## config.mk

```make
export PLATFORM = sky130hd
export DESIGN_NAME = battery_charge_config_regs
export DESIGN_NICKNAME = d
export VERILOG_FILES = /design/src/common/batt_cfg_pkg.sv /design/src/hdl/charger_auto.sv /design/src/hdl/battery_warn.sv /design/src/hdl/battery_charge_config_regs.sv
export SDC_FILE = /design/constraint.sdc
export NUM_CORES = 1
export LEC_CHECK = 0
export BUFFER_PORTS_ARGS = -buffer_cell sky130_fd_sc_hd__buf_4
export CAP_MARGIN = 25
export CORE_MARGIN = 8
export CORE_UTILIZATION = 23
export DETAILED_ROUTE_END_ITERATION = 8
export PLACE_DENSITY_LB_ADDON = 0.25
export SLEW_MARGIN = 10
export SYNTH_ARGS = -nofsm -noshare
export SYNTH_HDL_FRONTEND = slang
export SYNTH_HIERARCHICAL = 1
export SYNTH_SLANG_ARGS = --single-unit
```

## constraint.sdc

```tcl
create_clock -name sys_clk -period 3.6 [get_ports sys_clk]
set_input_delay 0.72 -clock sys_clk [delete_from_list [all_inputs] [get_ports sys_clk]]
set_output_delay 0.72 -clock sys_clk [all_outputs]
set_load 0.01 [all_outputs]
```

## src/common/batt_cfg_pkg.sv

```systemverilog
// constants, types and lookup functions of the battery configuration register bank
package batt_cfg_pkg;

  // two-wire target addresses
  localparam logic [6:0] CMD_ADDR    = 7'h6B;
  localparam logic [6:0] MIRROR_ADDR = 7'h69;

  // register offsets
  localparam logic [7:0] OFF_CHEM      = 8'h07;
  localparam logic [7:0] OFF_CHG_CTRL  = 8'h1D;
  localparam logic [7:0] OFF_LOW_THR   = 8'h1E;
  localparam logic [7:0] OFF_PMODE     = 8'h00;
  localparam logic [7:0] OFF_CHG_STATE = 8'h20;

  // register values
  localparam logic [7:0] PMODE_CABLE  = 8'h01;
  localparam logic [7:0] PMODE_BATT   = 8'h02;
  localparam logic [7:0] CHG_OFF      = 8'h00;
  localparam logic [7:0] CHG_ON       = 8'h01;
  localparam logic [7:0] CTRL_DISABLE = 8'h00;
  localparam logic [7:0] CTRL_AUTO    = 8'h01;
  localparam logic [7:0] LOW_CODE_MAX = 8'h08;
  localparam logic [7:0] READ_ZERO    = 8'h00;
  localparam logic       CTRL_RESET   = 1'b1;

  // voltages in millivolts
  localparam int         MV_W           = 13;
  localparam logic [12:0] WARN_MARGIN_MV = 13'h003C;
  localparam logic [12:0] FULL_MV_STD    = 13'h1068;
  localparam logic [12:0] FULL_MV_LFP    = 13'h0E10;

  // timing
  localparam int unsigned CLK_MHZ        = 250;
  localparam int unsigned CYC_PER_MS     = CLK_MHZ * 1000;
  localparam int unsigned WARN_HOLD_MS   = 5000;
  localparam int unsigned BEEP_PERIOD_MS = 1000;
  localparam int unsigned BEEP_ON_MS     = 50;
  localparam int unsigned WARN_HOLD_CYC  = WARN_HOLD_MS * CYC_PER_MS;
  localparam int unsigned BEEP_PER_CYC   = BEEP_PERIOD_MS * CYC_PER_MS;
  localparam int unsigned BEEP_ON_CYC    = BEEP_ON_MS * CYC_PER_MS;

  typedef enum logic [2:0] {
    CHEM_LIPO    = 3'b000,
    CHEM_LIFEPO4 = 3'b001,
    CHEM_LIION   = 3'b010,
    CHEM_NIMH    = 3'b011,
    CHEM_LEAD    = 3'b100
  } chem_t;
  localparam chem_t CHEM_RESET = CHEM_LIPO;
  localparam int    CHEM_N     = 5;

  // code stored for a chemistry, per board variant
  function automatic logic [7:0] chem_code(chem_t c, logic ext);
    logic [7:0] r;
    r = 8'h00;
    case (c)
      CHEM_LIPO:    r = ext ? 8'h50 : 8'h53;
      CHEM_LIFEPO4: r = ext ? 8'h51 : 8'h46;
      CHEM_LIION:   r = ext ? 8'h4F : 8'h49;
      CHEM_NIMH:    r = ext ? 8'h4D : 8'h48;
      CHEM_LEAD:    r = ext ? 8'h41 : 8'h4C;
      default:      r = 8'h00;
    endcase
    return r;
  endfunction

  // returns {valid, chemistry}
  function automatic logic [3:0] chem_lookup(logic [7:0] code, logic ext);
    logic [3:0] r;
    r = 4'h0;
    for (int i = 0; i < CHEM_N; i++) begin
      if (code == chem_code(chem_t'(3'(i)), ext)) begin
        r = {1'b1, 3'(i)};
      end
    end
    return r;
  endfunction

  function automatic logic [3:0] chem_low_code(chem_t c);
    logic [3:0] r;
    case (c)
      CHEM_LIFEPO4: r = 4'h1;
      CHEM_LIION:   r = 4'h6;
      CHEM_NIMH:    r = 4'h4;
      CHEM_LEAD:    r = 4'h3;
      default:      r = 4'h7;
    endcase
    return r;
  endfunction

  function automatic logic [12:0] chem_full_mv(chem_t c);
    return (c == CHEM_LIFEPO4) ? FULL_MV_LFP : FULL_MV_STD;
  endfunction

  function automatic logic [12:0] low_code_mv(logic [3:0] code);
    logic [12:0] r;
    case (code)
      4'h0:    r = 13'h0B54;
      4'h1:    r = 13'h0B86;
      4'h2:    r = 13'h0BB8;
      4'h3:    r = 13'h0C1C;
      4'h4:    r = 13'h0C80;
      4'h5:    r = 13'h0CE4;
      4'h6:    r = 13'h0D48;
      4'h7:    r = 13'h0DAC;
      default: r = 13'h0E10;
    endcase
    return r;
  endfunction

endpackage

```

## src/hdl/charger_auto.sv

```systemverilog
// automatic charger switching and charge current lamp
`timescale 1ns/1ps
module charger_auto
  import batt_cfg_pkg::*;
(
  // clock and reset
  input  wire logic                        sys_clk,
  input  wire logic                        rst_n,
  // control
  input  wire logic                        ctrl_auto,
  input  wire logic                        cable_powered,
  input  wire logic [batt_cfg_pkg::MV_W-1:0] batt_mv,
  input  wire logic [batt_cfg_pkg::MV_W-1:0] full_mv,
  input  wire logic                        current_flowing,
  // status
  output logic                             charger_on,
  output logic                             charge_current_lamp
);
  typedef struct packed {
    logic on;
    logic lamp;
  } chg_state_t;

  chg_state_t s_q, s_d;

  always_comb begin
    s_d      = s_q;
    // enabled only means charging is allowed, not that it flows
    s_d.on   = ctrl_auto && cable_powered && (batt_mv < full_mv);
    s_d.lamp = s_q.on && current_flowing;
  end

  always_ff @(posedge sys_clk or negedge rst_n) begin
    if (!rst_n) begin
      s_q <= '0;
    end else begin
      s_q <= s_d;
    end
  end

  assign charger_on          = s_q.on;
  assign charge_current_lamp = s_q.lamp;
endmodule

```

## src/hdl/battery_warn.sv

```systemverilog
// low battery lamp, beeper and delayed shutdown request
`timescale 1ns/1ps
module battery_warn
  import batt_cfg_pkg::*;
#(
  parameter int unsigned HOLD_CYC     = batt_cfg_pkg::WARN_HOLD_CYC,
  parameter int unsigned BEEP_PER_CYC = batt_cfg_pkg::BEEP_PER_CYC,
  parameter int unsigned BEEP_ON_CYC  = batt_cfg_pkg::BEEP_ON_CYC
) (
  // clock and reset
  input  wire logic                          sys_clk,
  input  wire logic                          rst_n,
  // levels
  input  wire logic [batt_cfg_pkg::MV_W-1:0] batt_mv,
  input  wire logic [batt_cfg_pkg::MV_W-1:0] low_mv,
  // indications
  output logic                               warn_lamp,
  output logic                               beeper,
  output logic                               shutdown_req
);
  typedef struct packed {
    logic        warn;
    logic        beep;
    logic        shut;
    logic [31:0] hold;
    logic [31:0] tone;
  } warn_state_t;

  warn_state_t s_q, s_d;
  logic [MV_W:0] warn_level;

  always_comb begin
    warn_level = {1'b0, low_mv} + {1'b0, WARN_MARGIN_MV};
    s_d        = s_q;
    s_d.warn   = {1'b0, batt_mv} < warn_level;
    if (!s_q.warn) begin
      s_d.hold = '0;
      s_d.tone = '0;
      s_d.beep = 1'b0;
      s_d.shut = 1'b0;
    end else begin
      if (s_q.hold < HOLD_CYC) begin
        s_d.hold = s_q.hold + 32'h0000_0001;
      end else begin
        s_d.shut = 1'b1;
      end
      s_d.tone = (s_q.tone >= BEEP_PER_CYC - 1) ? '0 : s_q.tone + 32'h0000_0001;
      s_d.beep = s_q.tone < BEEP_ON_CYC;
    end
  end

  always_ff @(posedge sys_clk or negedge rst_n) begin
    if (!rst_n) begin
      s_q <= '0;
    end else begin
      s_q <= s_d;
    end
  end

  assign warn_lamp    = s_q.warn;
  assign beeper       = s_q.beep;
  assign shutdown_req = s_q.shut;
endmodule

```

## src/hdl/battery_charge_config_regs.sv

```systemverilog
// battery configuration register bank behind a two-wire target port
`timescale 1ns/1ps
module battery_charge_config_regs
  import batt_cfg_pkg::*;
#(
  parameter int unsigned WARN_HOLD_CYCLES  = batt_cfg_pkg::WARN_HOLD_CYC,
  parameter int unsigned BEEP_PERIOD_CYCLES = batt_cfg_pkg::BEEP_PER_CYC,
  parameter int unsigned BEEP_ON_CYCLES    = batt_cfg_pkg::BEEP_ON_CYC
) (
  // clock and reset
  input  wire logic                          sys_clk,
  input  wire logic                          rst_n,
  // two-wire bus, open drain data
  input  wire logic                          scl_i,
  input  wire logic                          sda_i,
  output logic                               sda_o,
  output logic                               sda_oe,
  // board and power status
  input  wire logic                          board_ext,
  input  wire logic                          cable_powered,
  input  wire logic                          fw_update,
  input  wire logic [batt_cfg_pkg::MV_W-1:0] batt_mv,
  input  wire logic                          current_flowing,
  // charger
  output logic                               charger_on,
  output logic                               charge_current_lamp,
  // low battery indication
  output logic                               warn_lamp,
  output logic                               beeper,
  output logic                               shutdown_req
);

  ////////////////////////////////////////////////////////////////////////////
  // types

  typedef enum logic [2:0] {
    I_IDLE = 3'b000,
    I_RX   = 3'b001,
    I_ACK  = 3'b010,
    I_TX   = 3'b011,
    I_RACK = 3'b100
  } link_st_t;

  typedef enum logic [1:0] {
    K_ADDR = 2'b00,
    K_OFFS = 2'b01,
    K_DATA = 2'b10
  } byte_kind_t;

  typedef struct packed {
    link_st_t   st;
    byte_kind_t kind;
    logic [3:0] cnt;
    logic [7:0] sh;
    logic       rd;
    logic       mirror;
    logic [7:0] offs;
    logic       scl_p;
    logic       sda_p;
    logic       sda_out;
    logic       sda_en;
    chem_t      chem;
    logic       ext;
    logic       strap_done;
    logic [3:0] low_code;
    logic       ctrl_auto;
  } regs_state_t;

  regs_state_t s_q, s_d;

  ////////////////////////////////////////////////////////////////////////////
  // helpers

  logic              scl_rise;
  logic              scl_fall;
  logic              start_cond;
  logic              stop_cond;
  logic [7:0]        rdata;
  logic              wr_fire;
  logic [3:0]        lookup;
  logic [MV_W-1:0]   low_mv;
  logic [MV_W-1:0]   full_mv;
  logic              chg_on_int;

  assign scl_rise   = scl_i & ~s_q.scl_p;
  assign scl_fall   = ~scl_i & s_q.scl_p;
  // data may only move while the clock is low, so these are framing
  assign start_cond = s_q.scl_p & scl_i & s_q.sda_p & ~sda_i;
  assign stop_cond  = s_q.scl_p & scl_i & ~s_q.sda_p & sda_i;

  assign low_mv  = low_code_mv(s_q.low_code);
  assign full_mv = chem_full_mv(s_q.chem);
  assign lookup  = chem_lookup(s_q.sh, s_q.ext);

  ////////////////////////////////////////////////////////////////////////////
  // read mux

  always_comb begin
    rdata = READ_ZERO;
    if (s_q.mirror) begin
      if (s_q.offs == OFF_PMODE) begin
        rdata = cable_powered ? PMODE_CABLE : PMODE_BATT;
      end else if (s_q.offs == OFF_CHG_STATE) begin
        rdata = chg_on_int ? CHG_ON : CHG_OFF;
      end
    end else begin
      if (s_q.offs == OFF_CHEM) begin
        rdata = chem_code(s_q.chem, s_q.ext);
      end else if (s_q.offs == OFF_CHG_CTRL) begin
        rdata = s_q.ctrl_auto ? CTRL_AUTO : CTRL_DISABLE;
      end else if (s_q.offs == OFF_LOW_THR) begin
        rdata = {4'h0, s_q.low_code};
      end
    end
  end

  ////////////////////////////////////////////////////////////////////////////
  // next state

  always_comb begin
    s_d      = s_q;
    wr_fire  = 1'b0;
    s_d.scl_p = scl_i;
    s_d.sda_p = sda_i;

    // variant strap caught once, just after reset release
    if (!s_q.strap_done) begin
      s_d.ext        = board_ext;
      s_d.strap_done = 1'b1;
    end

    if (start_cond) begin
      s_d.st     = I_RX;
      s_d.kind   = K_ADDR;
      s_d.cnt    = 4'h0;
      s_d.sda_en = 1'b0;
    end else if (stop_cond) begin
      s_d.st     = I_IDLE;
      s_d.sda_en = 1'b0;
    end else begin
      case (s_q.st)
        I_RX: begin
          if (scl_rise && s_q.cnt < 4'h8) begin
            s_d.sh  = {s_q.sh[6:0], sda_i};
            s_d.cnt = s_q.cnt + 4'h1;
          end else if (scl_fall && s_q.cnt == 4'h8) begin
            case (s_q.kind)
              K_ADDR: begin
                if (s_q.sh[7:1] == CMD_ADDR || s_q.sh[7:1] == MIRROR_ADDR) begin
                  s_d.mirror = (s_q.sh[7:1] == MIRROR_ADDR);
                  s_d.rd     = s_q.sh[0];
                  s_d.sda_en = 1'b1;
                  s_d.st     = I_ACK;
                end else begin
                  s_d.st = I_IDLE;
                end
              end
              K_OFFS: begin
                s_d.offs   = s_q.sh;
                s_d.sda_en = 1'b1;
                s_d.st     = I_ACK;
              end
              default: begin
                wr_fire    = 1'b1;
                s_d.offs   = s_q.offs + 8'h01;
                s_d.sda_en = 1'b1;
                s_d.st     = I_ACK;
              end
            endcase
          end
        end
        I_ACK: begin
          if (scl_fall) begin
            s_d.cnt = 4'h0;
            if (s_q.rd && s_q.kind == K_ADDR) begin
              s_d.sh     = rdata;
              s_d.sda_en = ~rdata[7];
              s_d.cnt    = 4'h1;
              s_d.st     = I_TX;
            end else begin
              s_d.sda_en = 1'b0;
              s_d.kind   = (s_q.kind == K_ADDR) ? K_OFFS : K_DATA;
              s_d.st     = I_RX;
            end
          end
        end
        I_TX: begin
          if (scl_fall) begin
            if (s_q.cnt < 4'h8) begin
              s_d.sda_en = ~s_q.sh[6];
              s_d.sh     = {s_q.sh[6:0], 1'b0};
              s_d.cnt    = s_q.cnt + 4'h1;
            end else begin
              s_d.sda_en = 1'b0;
              s_d.offs   = s_q.offs + 8'h01;
              s_d.st     = I_RACK;
            end
          end
        end
        I_RACK: begin
          if (scl_rise && sda_i) begin
            s_d.st = I_IDLE;
          end else if (scl_fall) begin
            s_d.sh     = rdata;
            s_d.sda_en = ~rdata[7];
            s_d.cnt    = 4'h1;
            s_d.st     = I_TX;
          end
        end
        default: begin
          s_d.sda_en = 1'b0;
        end
      endcase
    end

    //////////////////////////////////////////////////////////////////////////
    // register writes, command space only; mirror space is read-only

    if (wr_fire && !s_q.mirror) begin
      if (s_q.offs == OFF_CHEM) begin
        // unknown codes leave chemistry and thresholds alone
        if (lookup[3]) begin
          s_d.chem     = chem_t'(lookup[2:0]);
          s_d.low_code = chem_low_code(chem_t'(lookup[2:0]));
        end
      end else if (s_q.offs == OFF_CHG_CTRL) begin
        if (cable_powered && s_q.sh <= CTRL_AUTO) begin
          s_d.ctrl_auto = s_q.sh[0];
        end
      end else if (s_q.offs == OFF_LOW_THR) begin
        if (s_q.sh <= LOW_CODE_MAX) begin
          s_d.low_code = s_q.sh[3:0];
        end
      end
    end

    // an update overrides a same-cycle host write of chemistry or low threshold
    if (fw_update) begin
      s_d.chem     = CHEM_RESET;
      s_d.low_code = chem_low_code(CHEM_RESET);
    end
  end

  always_ff @(posedge sys_clk or negedge rst_n) begin
    if (!rst_n) begin
      s_q           <= '0;
      s_q.st        <= I_IDLE;
      s_q.kind      <= K_ADDR;
      s_q.scl_p     <= 1'b1;
      s_q.sda_p     <= 1'b1;
      s_q.chem      <= CHEM_RESET;
      s_q.low_code  <= 4'h7;
      s_q.ctrl_auto <= CTRL_RESET;
    end else begin
      s_q <= s_d;
    end
  end

  assign sda_o  = s_q.sda_out;
  assign sda_oe = s_q.sda_en;

  ////////////////////////////////////////////////////////////////////////////
  // charger and warning logic

  charger_auto u_charger (
    .sys_clk             (sys_clk),
    .rst_n               (rst_n),
    .ctrl_auto           (s_q.ctrl_auto),
    .cable_powered       (cable_powered),
    .batt_mv             (batt_mv),
    .full_mv             (full_mv),
    .current_flowing     (current_flowing),
    .charger_on          (chg_on_int),
    .charge_current_lamp (charge_current_lamp)
  );

  assign charger_on = chg_on_int;

  battery_warn #(
    .HOLD_CYC     (WARN_HOLD_CYCLES),
    .BEEP_PER_CYC (BEEP_PERIOD_CYCLES),
    .BEEP_ON_CYC  (BEEP_ON_CYCLES)
  ) u_warn (
    .sys_clk      (sys_clk),
    .rst_n        (rst_n),
    .batt_mv      (batt_mv),
    .low_mv       (low_mv),
    .warn_lamp    (warn_lamp),
    .beeper       (beeper),
    .shutdown_req (shutdown_req)
  );

endmodule

```

[Word-level counts from Yosys, hierarchy flattened]
Memories as Yosys holds them, arrays and structs flattened.
Cells that the tools add are included.
Storage, ports and cells
  bits in registers: 109
  output and inout port bits: 7
  bits in latches: 0
  RAM bits: 0
  word-level logic and storage cells: 239
  ROM bits: 80
  input bits: 21
  memories kept: 1
Memories
  (name not given): words 8, width 10, rd ports 1, clocked after Yosys merged registers in 0, write ports 0, RTL line batt_cfg_pkg.sv:97  | case (code)
Cells by class
  shift-type cells: 0
  order comparisons: 8
  bitwise operators: 17
  multiply operators: 0
  add/sub/neg operators: 5
  equality and inequality tests: 57
  muxes and demuxes: 93
  div/mod/pow operators: 0
  reduce and logical (&&, ||, !) cells: 36
Operators by type and width (count)
  $mux W66: 1
  $add A32 B1 Y32 const B: 2
  $mux W32: 2
  $mux W12: 5
  $mux W4: 14
  $pmux W12 S4: 1
  $mux W3: 14
  $eq A8 B8 Y1: 5
  $pmux W7 S5: 1
  $ge A32 B28 Y1 const B: 1
  $lt A32 B24 Y1 const B: 1
  $lt A32 B31 Y1 const B: 1
  $mux W8: 4
  $pmux W8 S2: 2
  $ne A2 B2 Y1 const B: 15
  $ne A4 B4 Y1 const B: 7
  $mux W13: 2
  $mux W1: 25
  $mux W24: 1
  $ne A3 B3 Y1 const B: 8
  $pmux W3 S4: 2
  $mux W2: 11
  $reduce_and A7 Y1: 3
  $mux W10: 2
  other kinds (41): 86

[Depth between registers and ports, before layout]
Gate-level depths: netlist of the first run.
  depth in word-level cells: 13
  gate-level depth with buffers: 17
  mapped depth without buffers: 17

[By module]
The synthesis of the first run kept the hierarchy.
Modules (own cells, without submodules)
  battery_warn: area an instance 3868.7 um^2, seq. area each 1676.6 um^2, instances 1, cells an instance 419
  battery_charge_config_regs: area an instance 3134.3 um^2, seq. area each 1008.5 um^2, instances 1, cells an instance 365
  charger_auto: area an instance 361.6 um^2, seq. area each 50.0 um^2, instances 1, cells an instance 46

[Worst setup path before layout of the first run]
Ideal clock, no wire load.
  path kind: flip-flop to flip-flop
  start: register s_q[1] (netlist name)
  end: register u_warn.s_q, in the netlist u_warn/warn_lamp
  cell stages (with the launch flop): 18
  setup time: 118 ps
  required time: 3482 ps
  buffers on the path: 0
  path slack: 689 ps
  arrival time: 2793 ps
  period minus slack after synthesis: 2911 ps
  cell sequence: dfstp_2 inv_1 ha_1 nor2_1 a21oi_1 nor2_1 inv_1 ha_1 nor3b_1 nor2_1 nand2_1 xor2_1 ha_1 nand2_1 nor2_1 o211ai_1 a21o_1 a21o_1
RTL lines
  to (signal assigned): RTL line battery_warn.sv:54  | s_q <= '0;
  to (signal assigned): RTL line battery_warn.sv:56  | s_q <= s_d;
  to (decl): RTL line battery_warn.sv:29  | warn_state_t s_q, s_d;

==> results.toml, run 1 <==
[grt]
grt_max_degree = 53
overflow = 0
grt_pass1_vias = 6045
antenna_found_initial = 0
grt_pass1_wl_mm = 31.2
track_usage_pct = 9.83

[layout]
area_growth_pct = 12.5
fin_util_pct = 26.3
n_antenna_cell = 0
fin_nets = 912
layout_common_cells = "dfrtp_1, nor2_1, nand2_1, a21oi_1, inv_1"
drive_gt1_share_pct = 9.46
fin_area_sq_mm = 0.00829
layout_commonest_cell = "dfrtp_1"
fin_cells = 1258

[clock_tree]
clk_pin_slew_ns = 0.08
cts.sinks = 109
cts.htree.levels = 3
cts-root-buf = "clkbuf_16"
cts_resized = 0
clk_latency_ns = 0.36
cts_buffer_depth = 2
holdBufCountCts = 0
cts_made_buffers = 9
post-cts-setup-buffer-count = 0
cts_tree = "yes"

[route]
wire_per_inst_microns = 14.5
first_pass_iters = 4
ant_nets = 0
drt_iter0_markers = 320
via_count = 6037
wirelength_mm = 18.2
viasPerCell = 4.80
drc = 0

[setup_path]
cpPeakStageDelay_ns = 0.61
critPathRequiredTime_ns = 3.90
start_kind = "register"
cp_cell_sequence = "inv_1 > ha_1 > mux2i_1 > nor2_1 > nor4_1 > nand2b_1 > xor2_1 > ha_1 > a21o_1 > a21o_1 > a21oi_1 > nor2_1 > a211oi_1 > a21o_1"
crit_type = "reg2reg"
cpMaxStageDelayCell = "dfstp_2"
worstPathArrival_ns = 3.54
cp-end-kind = "register"
cpMostUsedCell = "a21o_1"
cp_max_fo = 8

[pwr]
vdd_drop_max_uv = 295
p_leak_nw = 3.36
powerDensity_mw_per_mm2 = 450

[die]
ioPinCount = 28
die_x_microns = 195
die-area_sq_mm = 0.0380
num_rows = 65
die_h_microns = 195
start_util_pct = 23.3
core_sq_mm = 0.0316

[synth]
synth_compound_area_share_pct = 17.8
synth_top_family_by_area = "simple AND/OR/NAND/NOR gates"
synth_area_sq_mm = 0.00736
synth-async-reset-ratio_pct = 100
synth_fa_ha_area_share_pct = 6.63
ys_ff_latch = 109
synth_xor_area_share_pct = 4.52
synth_area_leaders = "dfrtp_1, ha_1, nor2_1"
synth_flop_cell = "dfrtp_1"
synth_cells = 830
ys_warn_count = 6
synthSimpleGateAreaFrac_pct = 25.4
synth-edff-count = 0
ys_seq_area_share_pct = 37.1
synth_mux_area_share_pct = 3.69
synth_top_area_cell = "dfrtp_1"
syn_avg_cell_area_sq_um = 8.87
synth_top_area_share_pct = 35.0
ys_types = 87

[placement]
place_area_sq_mm = 0.00800
dp.cells = 1242
pre_cts_slack_ns = 0.369
routabilityCongestion = 0.773
numPortBuffers = 26
dp_hpwl_mm = 13.1

[flow_run]
maxCapViolCount = 0

[sta]
max_freq_mhz = 308
fin_ws_ns = 0.353
finalSetupViolations = 0
min_period_ns = 3.25
tightest_slew_ns = 0.953
timing.setup.tns_ns = 0
finalClockSkew_ns = 0.0118
finalHoldViolations = 0
slew_violations = 0
max_slew_margin_pct = 36.3
rsz0062_at_grt = "no"
finalCritPeriodShare_pct = 90.2

[run_status]
status = "complete, no violations"

[min_path]
hold_path_class = "in2async"
-- metrics by stage --
stage	power, mW	hold WS (ns)
5_1_grt	4.00	0.447
3_3_place_gp	2.77	0.481
3_5_place_dp	2.76	0.483
4_1_cts	3.78	0.419
2_1_floorplan	2.45	0.424
6_report	3.73	0.401
-- registers in the layout, indices dropped and copies added (netlist names) --
name / flops
sda_oe: 1
u_charger/charger_on: 1
u_warn/beeper: 1
s_q: 39
u_warn/s_q: 64
u_warn/shutdown_req: 1
u_warn/warn_lamp: 1
u_charger/charge_current_lamp: 1
-- worst paths after layout --
path / startpoint / end / slack [ns] / cells after the start
worst max-delay path: s_q[1] / u_warn/warn_lamp / 0.35 / 14
worst min-delay path: rst_n / u_warn/s_q[56] / 0.40 / 1
worst max register to register: s_q[1] / u_warn/warn_lamp / 0.35 / 14
worst min register to register: u_warn/s_q[0] / u_warn/s_q[0] / 0.49 / 1
max in group asynchronous: rst_n / s_q[0] / 2.37 / 2
min in group sys_clk: u_warn/s_q[0] / u_warn/s_q[0] / 0.49 / 1
-- logic make-up (layout without fill, tap and decap cells) --
family	after synthesis	count (layout)
AND/OR/NAND/NOR	348	348
AO/OA/AOI/OAI	190	190
flip-flops	109	109
buffers and inverters	78	90
adder cells (fa/ha/maj)	39	39
XOR/XNOR	38	38
multiplexers	25	25
other	3	17
-- cell type report --
cell class,instances,area (sq um)
fillers,3380,23300
multi-input cells,657,4340
flip-flops and latches,109,2740
well taps,402,503
repair buffers,35,283
clock buffers,11,243
inverters,40,150
clock inverters,4,32.5
-- cells in the mapped netlist, types with 8 or more instances --
cell type	instances
dfrtp_1	103
nor2_1	90
nand2_1	56
a21oi_1	44
inv_1	40
ha_1	39
nand3_1	30
o21ai_0	30
clkbuf_1	26
nor3_1	24
nand4_1	23
xor2_1	22
mux2i_1	17
nand2b_1	16
xnor2_1	16
nor4_1	15
o31ai_1	14
nor2b_1	13
or3_1	10
a211oi_1	9
or4_1	9
a21o_1	8
-- metal layers --
metal	vias up	wire, microns	GRT usage, %
li1	3051	-	-
met1	2909	9030	13.0
met2	62	8590	15.9
met3	15	356	2.06
met4	0	215	2.84
met5	-	0	0
-- critical path, delay by kind of cell, from the launching register on --
family | cells | cell delay [ns]
adder cells (fa/ha/maj) | 2 | 0.47
buffers and inverters | 1 | 0.10
AND/OR/NAND/NOR | 4 | 0.91
flip-flops | 1 | 0.61
multiplexers | 1 | 0.12
XOR/XNOR | 1 | 0.18
AO/OA/AOI/OAI | 5 | 0.78
-- report_power, final --
group	total, mW	internal (mW)	leakage [nW]	switching [mW]
clock	0.980	0.492	0.134	0.488
sequential	1.65	1.35	1.45	0.298
combinational	1.10	0.496	1.77	0.603
total	3.73	2.34	3.36	1.39
(Power assumes the default switching activity.)
==> inputs of run 2 (changes only) <==
- CTS_BUF_LIST: unset -> sky130_fd_sc_hd__clkbuf_8
==> results.toml, run 2 (synthesis results as in run 1) <==
[die]
die-area_sq_mm = 0.0380
die_h_microns = 195
die_x_microns = 195
ioPinCount = 28
num_rows = 65
start_util_pct = 23.3
core_sq_mm = 0.0316

[layout]
register_area_sq_mm = 0.00274
drive_gt1_share_pct = 9.58
largest_register = "u_warn/s_q"
layout_common_cells = "dfrtp_1, nor2_1, nand2_1, a21oi_1, inv_1"
n_antenna_cell = 0
fin_nets = 912
fin_cells = 1258
layout_commonest_cell = "dfrtp_1"
multi_input_area_sq_mm = 0.00435
area_growth_pct = 11.2
largest_reg_flops = 64
fin_util_pct = 26.0
reg_top3 = "u_warn/s_q: 64 flops, s_q: 39 flops"
nFillCells = 3398

[sta]
tightest_slew_ns = 0.938
finalCritPeriodShare_pct = 91.3
max_slew_margin_pct = 37.3
finalClockSkew_ns = 0.0176
slew_violations = 0
rsz0062_at_grt = "no"
timing.setup.tns_ns = 0
min_period_ns = 3.29
max_freq_mhz = 304
finalSetupViolations = 0
finalHoldViolations = 0

[route]
first_pass_iters = 4
drt_iter0_markers = 333
wire_per_inst_microns = 14.5
ant_nets = 0
drc = 0
wirelength_mm = 18.2
viasPerCell = 4.79
via_count = 6030

[clock_tree]
cts_tree = "yes"
clk_latency_ns = 0.40
cts.htree.levels = 3
cts_made_buffers = 9
clk_pin_slew_ns = 0.11
cts_buffer_depth = 2
holdBufCountCts = 0
cts-root-buf = "clkbuf_8"
cts.sinks = 109

[setup_path]
cp_num_buf_inv = 2
cpMaxStageDelayCell = "dfstp_2"
start_kind = "register"
cpMostUsedCell = "nor2_1"
cp-startpoint = "s_q[1]"
worstPathArrival_ns = 3.57
cp_max_fo = 8
cp_cell_sequence = "inv_1 > ha_1 > nor2_1 > a21oi_1 > nor2_1 > inv_1 > ha_1 > nor3b_1 > nor2_1 > nand2_1 > xor2_1 > ha_1 > nand2_1 > nor2_1 > o211ai_1 > a21o_1 > a21o_1"
crit_type = "reg2reg"
critical-path-top-delay-family = "simple AND/OR/NAND/NOR gates"
critPathRequiredTime_ns = 3.89
cpPeakStageDelay_ns = 0.62
cp-end-kind = "register"
regToRegStartpoint = "s_q[1]"

[placement]
dp.cells = 1242
dp_hpwl_mm = 13.1
routabilityCongestion = 0.773
numPortBuffers = 26

[grt]
antenna_found_initial = 0
grt_max_degree = 53
grt_pass1_vias = 6050
overflow = 0
track_usage_pct = 9.82
grt_pass1_wl_mm = 31.1

[flow_run]
maxCapViolCount = 0

[run_status]
status = "complete, no violations"

[pwr]
vdd_drop_max_uv = 229
powerDensity_mw_per_mm2 = 425
p_leak_nw = 3.32
total_power_mw = 3.48

[min_path]
hold_path_class = "in2async"
==> run 2: final timing paths <==
check,endpoint,slack [ns],depth (start not counted)
max,u_warn/warn_lamp,0.31,17
min,u_warn/s_q[61],0.35,1
max reg2reg,u_warn/warn_lamp,0.31,17
min reg2reg,u_warn/s_q[0],0.49,1
max in group asynchronous,s_q[0],2.41,2
min in group sys_clk,s_q[12],0.47,1
==> run 2: where the power goes <==
part / internal, mW / leakage, nW / total [mW] / switching [mW]
combinational: 0.496 / 1.77 / 1.10 / 0.604
clock: 0.272 / 0.0919 / 0.733 / 0.462
sequential: 1.35 / 1.45 / 1.64 / 0.296
==> run 2: layer usage <==
metal / wire (microns) / track usage [%] / up-vias / part of all wire (%)
li1: - / - / 3053 / -
met1: 8860 / 12.9 / 2883 / 49
met2: 8550 / 15.9 / 78 / 47
met3: 572 / 2.09 / 16 / 3.1
met4: 257 / 2.84 / 0 / 1.4
met5: 0 / 0 / - / 0
==> run 2: layout make-up <==
type	instances	area share, %
clock buffers	10	1.68
clock inverters	5	0.443
inverters	40	1.83
multi-input cells	657	53.1
flip-flops and latches	109	33.4
well taps	402	6.14
repair buffers	35	3.45
==> run 2: what timing repair did <==
action / in CTS / in global routing
buffers inserted: 0 / 0
resized for setup: 0 / 1
setup endpoints to repair: 0 / 1
==> run 2: per-stage QoR <==
stage	cell area (sq um)	setup WS [ns]	hold WS, ns
after floorplan	7420	0.689	0.424
after global placement	8000	0.461	0.481
after detailed placement	8000	0.369	0.483
after CTS	8170	0.334	0.354
after global routing	8190	0.0574	0.383
final	8190	0.313	0.351
